$ cat src/design/lcd_mode_pkg.sv
package lcd_mode_pkg;
    // register byte offsets
    localparam logic [7:0] ofs_cmd = 8'h00;
    localparam logic [7:0] ofs_rdata = 8'h04;
    localparam logic [7:0] ofs_status = 8'h08;
    localparam logic [7:0] ofs_drive = 8'h0C;
    localparam logic [7:0] ofs_frame = 8'h10;
    localparam int dc_bit = 8;
    // command codes
    localparam logic [7:0] soft_reset_cmd = 8'h01;
    localparam logic [7:0] booster_off_cmd = 8'h02;
    localparam logic [7:0] booster_on_cmd = 8'h03;
    localparam logic [7:0] status_read_cmd = 8'h09;
    localparam logic [7:0] sleep_enter_cmd = 8'h10;
    localparam logic [7:0] sleep_exit_cmd = 8'h11;
    localparam logic [7:0] partial_on_cmd = 8'h12;
    localparam logic [7:0] normal_display_cmd = 8'h13;
    localparam logic [7:0] invert_off_cmd = 8'h20;
    localparam logic [7:0] invert_on_cmd = 8'h21;
    localparam logic [7:0] all_off_cmd = 8'h22;
    localparam logic [7:0] all_on_cmd = 8'h23;
    localparam logic [7:0] contrast_write_cmd = 8'h25;
    localparam logic [7:0] display_off_cmd = 8'h28;
    localparam logic [7:0] display_on_cmd = 8'h29;
    localparam logic [7:0] access_ctrl_cmd = 8'h36;
    localparam logic [7:0] scroll_start_cmd = 8'h37;
    localparam logic [7:0] idle_off_cmd = 8'h38;
    localparam logic [7:0] idle_on_cmd = 8'h39;
    localparam logic [7:0] pixel_format_cmd = 8'h3A;
    localparam logic [7:0] gamma_select_cmd = 8'hB5;
    // field values and reset values
    localparam logic [6:0] contrast_rst = 7'h3F;
    localparam logic [2:0] pixfmt_8bit = 3'h2;
    localparam logic [2:0] pixfmt_12bit = 3'h3;
    localparam logic [2:0] gamma_set_zero = 3'h0;
    localparam logic [2:0] gamma_set_one = 3'h1;
    localparam logic [7:0] dummy_byte = 8'h00;
    localparam logic [2:0] status_bytes = 3'h4;
    localparam logic [1:0] wake_frames = 2'h2;
    localparam logic [1:0] enter_frames = 2'h3;
    localparam logic [1:0] resp_okay = 2'b00;
    localparam logic [1:0] resp_slverr = 2'b10;

    typedef struct packed {
        logic idle;
        logic partial;
        logic normal;
        logic scroll;
        logic invert;
        logic all_on;
        logic all_off;
        logic disp_on;
    } mode_t;
    localparam mode_t mode_rst = mode_t'(8'h20);

    typedef struct packed {
        logic page_ord;
        logic col_ord;
        logic pc_dir;
        logic line_ord;
        logic bgr;
        logic com_rev;
    } access_t;

    typedef struct packed {
        logic mid_drive_level;
        logic power_on;
        logic osc_on;
        logic visible;
        logic force_off;
        logic force_on;
        logic invert;
        logic partial;
        logic idle;
        logic [6:0] contrast;
    } drive_t;

    typedef enum logic [1:0] {
        st_asleep = 2'b00,
        st_waking = 2'b01,
        st_awake = 2'b10,
        st_entering = 2'b11
    } sleep_state_t;
endpackage

$ cat src/design/lcd_mode_command_status.sv
// Implementation choices: the AXI4-Lite interface to the registers and the register addresses.
module lcd_mode_command_status #(
    parameter int unsigned FRAME_CYCLES = 2000000,
    parameter int ADDR_W = 8
) (
    // clock and reset
    input wire logic clk,
    input wire logic reset,
    // write address channel
    input wire logic s_awvalid,
    output logic s_awready,
    input wire logic [ADDR_W-1:0] s_awaddr,
    input wire logic [2:0] s_awprot,
    // write data channel
    input wire logic s_wvalid,
    output logic s_wready,
    input wire logic [31:0] s_wdata,
    input wire logic [3:0] s_wstrb,
    // write response channel
    output logic s_bvalid,
    input wire logic s_bready,
    output logic [1:0] s_bresp,
    // read address channel
    input wire logic s_arvalid,
    output logic s_arready,
    input wire logic [ADDR_W-1:0] s_araddr,
    input wire logic [2:0] s_arprot,
    // read data channel
    output logic s_rvalid,
    input wire logic s_rready,
    output logic [31:0] s_rdata,
    output logic [1:0] s_rresp,
    // panel drive controls
    output lcd_mode_pkg::drive_t drive
);
    // register index of a byte address, 3'h7 when unmapped
    function automatic logic [2:0] reg_sel(input logic [ADDR_W-1:0] a);
        logic [7:0] b;
        b = a[7:0];
        if (b == lcd_mode_pkg::ofs_cmd) return 3'h0;
        else if (b == lcd_mode_pkg::ofs_rdata) return 3'h1;
        else if (b == lcd_mode_pkg::ofs_status) return 3'h2;
        else if (b == lcd_mode_pkg::ofs_drive) return 3'h3;
        else if (b == lcd_mode_pkg::ofs_frame) return 3'h4;
        else return 3'h7;
    endfunction

    // byte lane merge for writable words
    function automatic logic [31:0] merge(input logic [31:0] old, input logic [31:0] nw, input logic [3:0] st);
        logic [31:0] r;
        r = old;
        for (int i = 0; i < 4; i++)
        begin
            if (st[i])
            begin
                r[i*8 +: 8] = nw[i*8 +: 8];
            end
        end
        return r;
    endfunction

    // write channel holding registers
    logic aw_held;
    logic w_held;
    logic [ADDR_W-1:0] aw_addr;
    logic [31:0] w_data;
    logic [3:0] w_strb;
    logic [31:0] rd_mux;
    logic [1:0] rd_resp;

    // interpreter state
    logic [7:0] param_cmd;
    logic param_wait;
    logic rd_active;
    logic [2:0] rd_idx;
    logic [31:0] rd_snap;
    lcd_mode_pkg::mode_t mode_req;
    lcd_mode_pkg::mode_t mode_act;
    lcd_mode_pkg::access_t acc;
    logic [2:0] pixfmt;
    logic [2:0] gamma;
    logic [6:0] contrast;
    logic booster;
    lcd_mode_pkg::sleep_state_t state;
    lcd_mode_pkg::sleep_state_t next_state;
    logic [1:0] frames_left;
    logic [31:0] frame_len;
    logic [31:0] frame_cnt;

    // decode of the write that has both halves in hand
    wire wr_fire = aw_held && w_held && !s_bvalid;
    wire [2:0] wr_sel = reg_sel(aw_addr);
    wire rd_fire = s_arvalid && s_arready;
    wire [2:0] rd_sel = reg_sel(s_araddr);
    wire byte_in = wr_fire && wr_sel == 3'h0 && w_strb[0];
    wire in_dc = w_data[lcd_mode_pkg::dc_bit];
    wire [7:0] in_byte = w_data[7:0];
    wire cmd_in = byte_in && !in_dc;
    wire par_in = byte_in && in_dc && param_wait;
    wire soft_rst = cmd_in && in_byte == lcd_mode_pkg::soft_reset_cmd;
    wire any_rst = reset || soft_rst;
    wire rd_pop = rd_fire && rd_sel == 3'h1;

    // frame timing, stopped while the oscillator is off
    wire osc_on = state != lcd_mode_pkg::st_asleep;
    wire frame_tick = osc_on && frame_cnt >= frame_len - 32'h1;
    // with no frames running there is nothing to wait for, so modes apply at once
    wire apply_now = frame_tick || !osc_on;
    wire sleep_out = state != lcd_mode_pkg::st_asleep;
    wire boost_status = booster && sleep_out;

    // assembled status word
    wire [31:0] status_word = {
        boost_status,
        acc.page_ord, acc.col_ord,
        acc.pc_dir,
        acc.line_ord,
        acc.bgr,
        2'b00,
        acc.com_rev,
        pixfmt,
        mode_act.idle, mode_act.partial,
        sleep_out, mode_act.normal,
        mode_act.scroll, 1'b0, mode_act.invert,
        mode_act.all_on, mode_act.all_off, mode_act.disp_on,
        1'b0, // undefined bit reads zero
        gamma,
        6'h00
    };

    // status read byte stream, dummy byte first
    wire [7:0] stream_byte = !rd_active ? 8'h00 :
        (rd_idx == 3'h0) ? lcd_mode_pkg::dummy_byte :
        rd_snap[(3'(lcd_mode_pkg::status_bytes - rd_idx)) * 8 +: 8];

    // drive word as panel logic sees it
    wire [31:0] drive_word = {16'h0000, 9'(drive[15:7]), drive.contrast};

    // register read selection
    assign rd_mux = (rd_sel == 3'h1) ? {24'h000000, stream_byte} :
        (rd_sel == 3'h2) ? status_word :
        (rd_sel == 3'h3) ? drive_word :
        (rd_sel == 3'h4) ? frame_len : 32'h00000000;
    assign rd_resp = (rd_sel == 3'h7) ? lcd_mode_pkg::resp_slverr : lcd_mode_pkg::resp_okay;

    // one write and one read in flight at a time
    assign s_awready = !aw_held && !s_bvalid;
    assign s_wready = !w_held && !s_bvalid;
    assign s_arready = !s_rvalid;

    // write address and data, taken in either order
    always_ff @(posedge clk)
    begin
        if (reset)
        begin
            aw_held <= 1'b0;
            w_held <= 1'b0;
            aw_addr <= '0;
            w_data <= 32'h00000000;
            w_strb <= 4'h0;
            s_bvalid <= 1'b0;
            s_bresp <= lcd_mode_pkg::resp_okay;
        end
        else
        begin
            if (s_awvalid && s_awready)
            begin
                aw_held <= 1'b1;
                aw_addr <= s_awaddr;
            end
            if (s_wvalid && s_wready)
            begin
                w_held <= 1'b1;
                w_data <= s_wdata;
                w_strb <= s_wstrb;
            end
            if (wr_fire)
            begin
                aw_held <= 1'b0;
                w_held <= 1'b0;
                s_bvalid <= 1'b1;
                s_bresp <= (wr_sel == 3'h7) ? lcd_mode_pkg::resp_slverr : lcd_mode_pkg::resp_okay;
            end
            else if (s_bvalid && s_bready)
            begin
                s_bvalid <= 1'b0;
            end
        end
    end

    // read answer one cycle after the address is taken
    always_ff @(posedge clk)
    begin
        if (reset)
        begin
            s_rvalid <= 1'b0;
            s_rdata <= 32'h00000000;
            s_rresp <= lcd_mode_pkg::resp_okay;
        end
        else if (rd_fire)
        begin
            s_rvalid <= 1'b1;
            s_rdata <= rd_mux;
            s_rresp <= rd_resp;
        end
        else if (s_rvalid && s_rready)
        begin
            s_rvalid <= 1'b0;
        end
    end

    // frame length, software tunable; never below one cycle
    always_ff @(posedge clk)
    begin
        if (reset)
        begin
            frame_len <= FRAME_CYCLES;
        end
        else if (wr_fire && wr_sel == 3'h4)
        begin
            frame_len <= (merge(frame_len, w_data, w_strb) == 32'h0) ? 32'h1 : merge(frame_len, w_data, w_strb);
        end
    end

    // frame divider
    always_ff @(posedge clk)
    begin
        if (reset || !osc_on || frame_tick)
        begin
            frame_cnt <= 32'h00000000;
        end
        else
        begin
            frame_cnt <= frame_cnt + 32'h1;
        end
    end

    // command and parameter tracking, status read pointer
    always_ff @(posedge clk)
    begin
        if (any_rst)
        begin
            param_cmd <= 8'h00;
            param_wait <= 1'b0;
            rd_active <= 1'b0;
            rd_idx <= 3'h0;
            rd_snap <= 32'h00000000;
        end
        else if (cmd_in)
        begin
            param_cmd <= in_byte;
            param_wait <= in_byte == lcd_mode_pkg::contrast_write_cmd || in_byte == lcd_mode_pkg::access_ctrl_cmd
                || in_byte == lcd_mode_pkg::pixel_format_cmd || in_byte == lcd_mode_pkg::gamma_select_cmd
                || in_byte == lcd_mode_pkg::scroll_start_cmd;
            // any new command ends a status read in progress
            rd_active <= in_byte == lcd_mode_pkg::status_read_cmd;
            rd_idx <= 3'h0;
            rd_snap <= status_word;
        end
        else
        begin
            if (par_in)
            begin
                param_wait <= 1'b0;
            end
            if (rd_pop && rd_active)
            begin
                rd_idx <= rd_idx + 3'h1;
                rd_active <= rd_idx != lcd_mode_pkg::status_bytes;
            end
        end
    end

    // settings that act as soon as their parameter lands
    always_ff @(posedge clk)
    begin
        if (any_rst)
        begin
            acc <= '0;
            pixfmt <= lcd_mode_pkg::pixfmt_12bit;
            gamma <= lcd_mode_pkg::gamma_set_zero;
            contrast <= lcd_mode_pkg::contrast_rst;
        end
        else if (par_in)
        begin
            case (param_cmd)
                lcd_mode_pkg::contrast_write_cmd: contrast <= in_byte[6:0];
                lcd_mode_pkg::access_ctrl_cmd: acc <= access_t_of(in_byte);
                lcd_mode_pkg::pixel_format_cmd: pixfmt <= in_byte[2:0];
                lcd_mode_pkg::gamma_select_cmd: gamma <= in_byte[2:0];
                default: contrast <= contrast;
            endcase
        end
    end

    // access control parameter layout, top six bits
    function automatic lcd_mode_pkg::access_t access_t_of(input logic [7:0] p);
        return lcd_mode_pkg::access_t'(p[7:2]);
    endfunction

    // requested modes; held until the next frame boundary, applied at once while asleep
    always_ff @(posedge clk)
    begin
        if (any_rst)
        begin
            mode_req <= lcd_mode_pkg::mode_rst;
        end
        else if (par_in && param_cmd == lcd_mode_pkg::scroll_start_cmd)
        begin
            mode_req.scroll <= 1'b1;
        end
        else if (cmd_in)
        begin
            case (in_byte)
                lcd_mode_pkg::partial_on_cmd:
                begin
                    mode_req.partial <= 1'b1;
                    mode_req.normal <= 1'b0;
                    mode_req.all_on <= 1'b0;
                    mode_req.all_off <= 1'b0;
                end
                lcd_mode_pkg::normal_display_cmd:
                begin
                    mode_req.partial <= 1'b0;
                    mode_req.normal <= 1'b1;
                    mode_req.scroll <= 1'b0;
                    mode_req.all_on <= 1'b0;
                    mode_req.all_off <= 1'b0;
                end
                lcd_mode_pkg::invert_off_cmd: mode_req.invert <= 1'b0;
                lcd_mode_pkg::invert_on_cmd: mode_req.invert <= 1'b1;
                lcd_mode_pkg::all_off_cmd:
                begin
                    mode_req.all_off <= 1'b1;
                    mode_req.all_on <= 1'b0;
                end
                lcd_mode_pkg::all_on_cmd:
                begin
                    mode_req.all_on <= 1'b1;
                    mode_req.all_off <= 1'b0;
                end
                lcd_mode_pkg::display_off_cmd: mode_req.disp_on <= 1'b0;
                lcd_mode_pkg::display_on_cmd: mode_req.disp_on <= 1'b1;
                lcd_mode_pkg::idle_off_cmd: mode_req.idle <= 1'b0;
                lcd_mode_pkg::idle_on_cmd: mode_req.idle <= 1'b1;
                default: mode_req <= mode_req;
            endcase
        end
    end

    // active modes and their status bits change together at the frame start, or at once while asleep
    always_ff @(posedge clk)
    begin
        if (any_rst)
        begin
            mode_act <= lcd_mode_pkg::mode_rst;
        end
        else if (apply_now)
        begin
            mode_act <= mode_req;
        end
    end

    // booster: sleep transitions plus the independent on/off commands
    always_ff @(posedge clk)
    begin
        if (any_rst)
        begin
            booster <= 1'b0;
        end
        else if (next_state == lcd_mode_pkg::st_asleep && state != lcd_mode_pkg::st_asleep)
        begin
            booster <= 1'b0;
        end
        else if (cmd_in && (in_byte == lcd_mode_pkg::sleep_exit_cmd || in_byte == lcd_mode_pkg::booster_on_cmd))
        begin
            booster <= 1'b1;
        end
        else if (cmd_in && in_byte == lcd_mode_pkg::booster_off_cmd)
        begin
            booster <= 1'b0;
        end
    end

    // sleep sequencer next state
    always_comb
    begin
        next_state = state;
        case (state)
            lcd_mode_pkg::st_asleep:
            begin
                if (cmd_in && in_byte == lcd_mode_pkg::sleep_exit_cmd)
                begin
                    next_state = mode_act.disp_on ? lcd_mode_pkg::st_waking : lcd_mode_pkg::st_awake;
                end
            end
            lcd_mode_pkg::st_waking:
            begin
                if (cmd_in && in_byte == lcd_mode_pkg::sleep_enter_cmd)
                begin
                    next_state = lcd_mode_pkg::st_entering;
                end
                else if (frame_tick && frames_left == 2'h1)
                begin
                    next_state = lcd_mode_pkg::st_awake;
                end
            end
            lcd_mode_pkg::st_awake:
            begin
                if (cmd_in && in_byte == lcd_mode_pkg::sleep_enter_cmd)
                begin
                    // a dark panel has nothing to fade, so it sleeps at once
                    next_state = mode_act.disp_on ? lcd_mode_pkg::st_entering : lcd_mode_pkg::st_asleep;
                end
            end
            lcd_mode_pkg::st_entering:
            begin
                if (frame_tick && frames_left == 2'h1)
                begin
                    next_state = lcd_mode_pkg::st_asleep;
                end
            end
            default: next_state = lcd_mode_pkg::st_asleep;
        endcase
    end

    // sleep sequencer state and frame countdown
    always_ff @(posedge clk)
    begin
        if (any_rst)
        begin
            state <= lcd_mode_pkg::st_asleep;
            frames_left <= 2'h0;
        end
        else
        begin
            state <= next_state;
            if (next_state == lcd_mode_pkg::st_waking && state != lcd_mode_pkg::st_waking)
            begin
                frames_left <= lcd_mode_pkg::wake_frames;
            end
            else if (next_state == lcd_mode_pkg::st_entering && state != lcd_mode_pkg::st_entering)
            begin
                // three boundaries put entry between two and three frames out
                frames_left <= lcd_mode_pkg::enter_frames;
            end
            else if (frame_tick && frames_left != 2'h0)
            begin
                frames_left <= frames_left - 2'h1;
            end
        end
    end

    // registered panel controls
    always_ff @(posedge clk)
    begin
        if (reset)
        begin
            drive <= '0;
            drive.mid_drive_level <= 1'b1;
            drive.contrast <= lcd_mode_pkg::contrast_rst;
        end
        else
        begin
            drive.mid_drive_level <= state != lcd_mode_pkg::st_awake;
            drive.power_on <= boost_status;
            drive.osc_on <= osc_on;
            drive.visible <= mode_act.disp_on && state == lcd_mode_pkg::st_awake;
            drive.force_off <= mode_act.all_off;
            drive.force_on <= mode_act.all_on;
            drive.invert <= mode_act.invert;
            drive.partial <= mode_act.partial;
            drive.idle <= mode_act.idle;
            drive.contrast <= contrast;
        end
    end
endmodule

$ cat config.mk
export PLATFORM = sky130hd
export DESIGN_NAME = lcd_mode_command_status
export DESIGN_NICKNAME = d
export VERILOG_FILES = /design/src/design/lcd_mode_pkg.sv /design/src/design/lcd_mode_command_status.sv
export SDC_FILE = /design/constraint.sdc
export NUM_CORES = 1
export LEC_CHECK = 0
export BUFFER_PORTS_ARGS = -buffer_cell sky130_fd_sc_hd__buf_2
export CORE_MARGIN = 1
export CORE_UTILIZATION = 53
export DETAILED_ROUTE_END_ITERATION = 12
export GPL_TIMING_DRIVEN = 0
export MAX_ROUTING_LAYER = met4
export PLACE_DENSITY = 0.76
export SLEW_MARGIN = 20
export SYNTH_ARGS = -nofsm -noshare
export SYNTH_HDL_FRONTEND = slang
export SYNTH_SLANG_ARGS = --single-unit
$ cat constraint.sdc
create_clock -name clk -period 4.2 [get_ports clk]
set_input_delay 0.84 -clock clk [delete_from_list [all_inputs] [get_ports clk]]
set_output_delay 0.84 -clock clk [all_outputs]
set_load 0.02 [all_outputs]
==> results_dict.tcl <==
set metrics [dict create \
    setup_violations 0 \
    cts_buffer_depth 3 \
    critPathLaunchType "flop" \
    overflow 0 \
    synthArstFlopShare 0 \
    cap_violations 0 \
    ant_nets 0 \
    synth_top_area_share 0.424 \
    tightest_slew_ns 0.893 \
    fin_cells 1786 \
    wl_per_cell_um 19.0 \
    die_area_um2 21700 \
    drive_gt1_frac 0.139 \
    dp_cells 1740 \
    drc 0 \
    cp-end-kind "flop" \
    rsz0062_at_grt "true" \
    multiInputGateArea_um2 6110 \
    vias_per_cell 6.00 \
    insertion_delay_ns 0.53 \
    syn_area_per_cell_um2 8.26 \
    ys_warn_count 0 \
    drtPass1Iterations 5 \
    wl_mm 33.9 \
    io_pins 122 \
    start_util 0.546 \
    hpwl_mm 25.6 \
    yosysUniqueCellTypes 71 \
    hp-class "reg -> reg" \
    ys_top_cells_by_area "dfxtp_1, nand2_1, a21oi_1" \
    clock_skew_ns 0.0140 \
    yosysMostFrequentCell "dfxtp_1" \
    rows 52 \
    cts_buffers 25 \
    synth_area_um2 11200 \
    grt_usage 0.317 \
    cts_tree "done" \
    n_antenna_cell 0 \
    ir_worst_vdd_mv 0.324 \
    yosysSeqAreaShare 0.424 \
    drt_iter0_drc 1023 \
    grt_max_degree 15 \
    cts.sinks 237 \
    clk_pin_slew_worst_paths_ns 0.07 \
    ys_ff_latch 237 \
    path_class "reg -> reg" \
    fill_cells 1782 \
    leakagePower_nw 4.74 \
    vias 10700 \
    synth_top_area_cell "dfxtp_1" \
    die_h_um 147 \
    cts_root_buf "clkbuf_16" \
    area_growth_pct 17.3 \
    synthTopCellsByCount "dfxtp_1, nand2_1, a21oi_1" \
    fin_nets 1604 \
    ctsHoldBuffers 0 \
    synth_top_flop_cell "dfxtp_1" \
    status "completed" \
    antenna_found_initial 0 \
    fin_crit_ns 4.20 \
    slew_viol_final 0 \
    fp.dieW_um 147 \
    portBuffers 113 \
    place.gp.congestion 0.973 \
    htree_levels 1 \
    critPathMaxFanout 10 \
    slew_headroom 0.399 \
    final_area_um2 13100 \
    place_area_um2 12100 \
    fmax_mhz 238 \
    cp_data_arrival_time_ns 4.58 \
    core_area_um2 20500 \
    synth_edf_count 0 \
    grt_pass1_vias 9531 \
    worst-endpoint-required_ns 4.58 \
    seqCellArea_um2 4740 \
    powerDensity_nw_per_um2 382 \
    grt_pass1_wl_mm 52.4 \
    hold_viol 0 \
    postSynthCellCount 1356 \
    final.period_utilization 0.999 \
]
cell usage in the layout (no fill, tap or decap), drive strengths merged, types with 7 or more instances in the layout:
cell / n
nor3: 50
nand4: 34
or4: 12
inv: 38
nor4: 20
nand3: 39
a21oi: 129
and2: 8
nand2: 225
a221oi: 16
o21ai: 28
dfxtp: 237
nor2b: 12
a22o: 10
buf: 138
nor2: 125
nand2b: 12
o31ai: 7
ha: 40
a211oi: 9
xor2: 21
clkbuf: 97
or2: 9
xnor2: 40
a22oi: 8
and3: 16
mux2i: 31
o32ai: 11
a31oi: 8
final cells by class:
type	instances	area share
well taps	270	0.0257
clock inverters	9	0.0104
repair buffers	118	0.0459
inverters	37	0.0106
flip-flops and latches	237	0.361
multi-input cells	998	0.466
clock buffers	35	0.0551
plain buffers	82	0.0255
power by group:
group / switching, mW / internal [mW] / total [mW] / leakage [nW]
sequential: 0.0416 / 2.30 / 2.34 / 1.92
clock: 0.915 / 1.39 / 2.30 / 0.415
combinational: 0.256 / 0.122 / 0.378 / 2.41
state kept, by name, indices dropped and copies added (netlist names), 16 cells and up:
register,flops
drive,16
frame_cnt,32
frame_len,32
rd_snap,22
s_rdata,32
w_data,32
worst paths after layout:
kind                                    from          end  slack [ns]  depth (start not counted)
worst min register to register   contrast[5]     drive[5]        0.45                          1
worst min-delay path             contrast[5]     drive[5]        0.45                          1
worst max register to register  frame_len[9]  mode_act[3]       0.003                         14
worst max-delay path            frame_len[9]  mode_act[3]       0.003                         14
critical path, stage by stage, from the launching register on:
cell and delay [ns]:
dfxtp_1 0.42, or3_1 0.48, nor4_4 0.40, nand4_1 0.30
buf_4 0.26, nor3_1 0.17, xnor2_1 0.17, ha_1 0.28
a21oi_1 0.14, o21ai_0 0.15, a221oi_4 0.46, o21ai_1 0.16
buf_2 0.22, o31ai_1 0.33, a21oi_1 0.11
layer usage:
metal  up-vias  wire (um)  GRT usage
li1       5112          -          -
met1      4932      14900      0.444
met2       581      14300      0.458
met3        88       3570     0.0565
met4         0       1160      0.110
met5         -          0          -
repair_timing:
item | CTS | global route
pin swaps | 1 | 5
gates resized for setup | 12 | 23
endpoints found under the setup margin | 45 | 42
setup buffers | 1 | 4
stage by stage:
stage | worst slack, ns | util | TNS (ns) | power, mW | hold slack, ns
floorplan | 0.262 | - | 0 | 2.62 | 0.416
global route | -0.0835 | 0.641 | -1.57 | 5.18 | 0.469
CTS | 0.0164 | 0.636 | 0 | 5.03 | 0.450
detailed placement | -1.03 | 0.591 | -38.90 | 2.76 | 0.438
finish | 0.00261 | 0.641 | 0 | 5.02 | 0.448
global placement | -0.972 | 0.591 | -36.63 | 2.75 | 0.434
cells by family (layout without fill, tap and decap cells):
family	count (synthesis)	in the layout	share of synthesized area
mux	33	33	0.0307
fa+ha+maj	40	40	0.0447
other cells	1	2	0.000335
flops	237	237	0.424
compound gates	276	276	0.161
xor+xnor	61	61	0.0477
simple gates	586	586	0.249
buf+inv	122	281	0.0424
No activity file was read; power rests on OpenSTA's default activity.
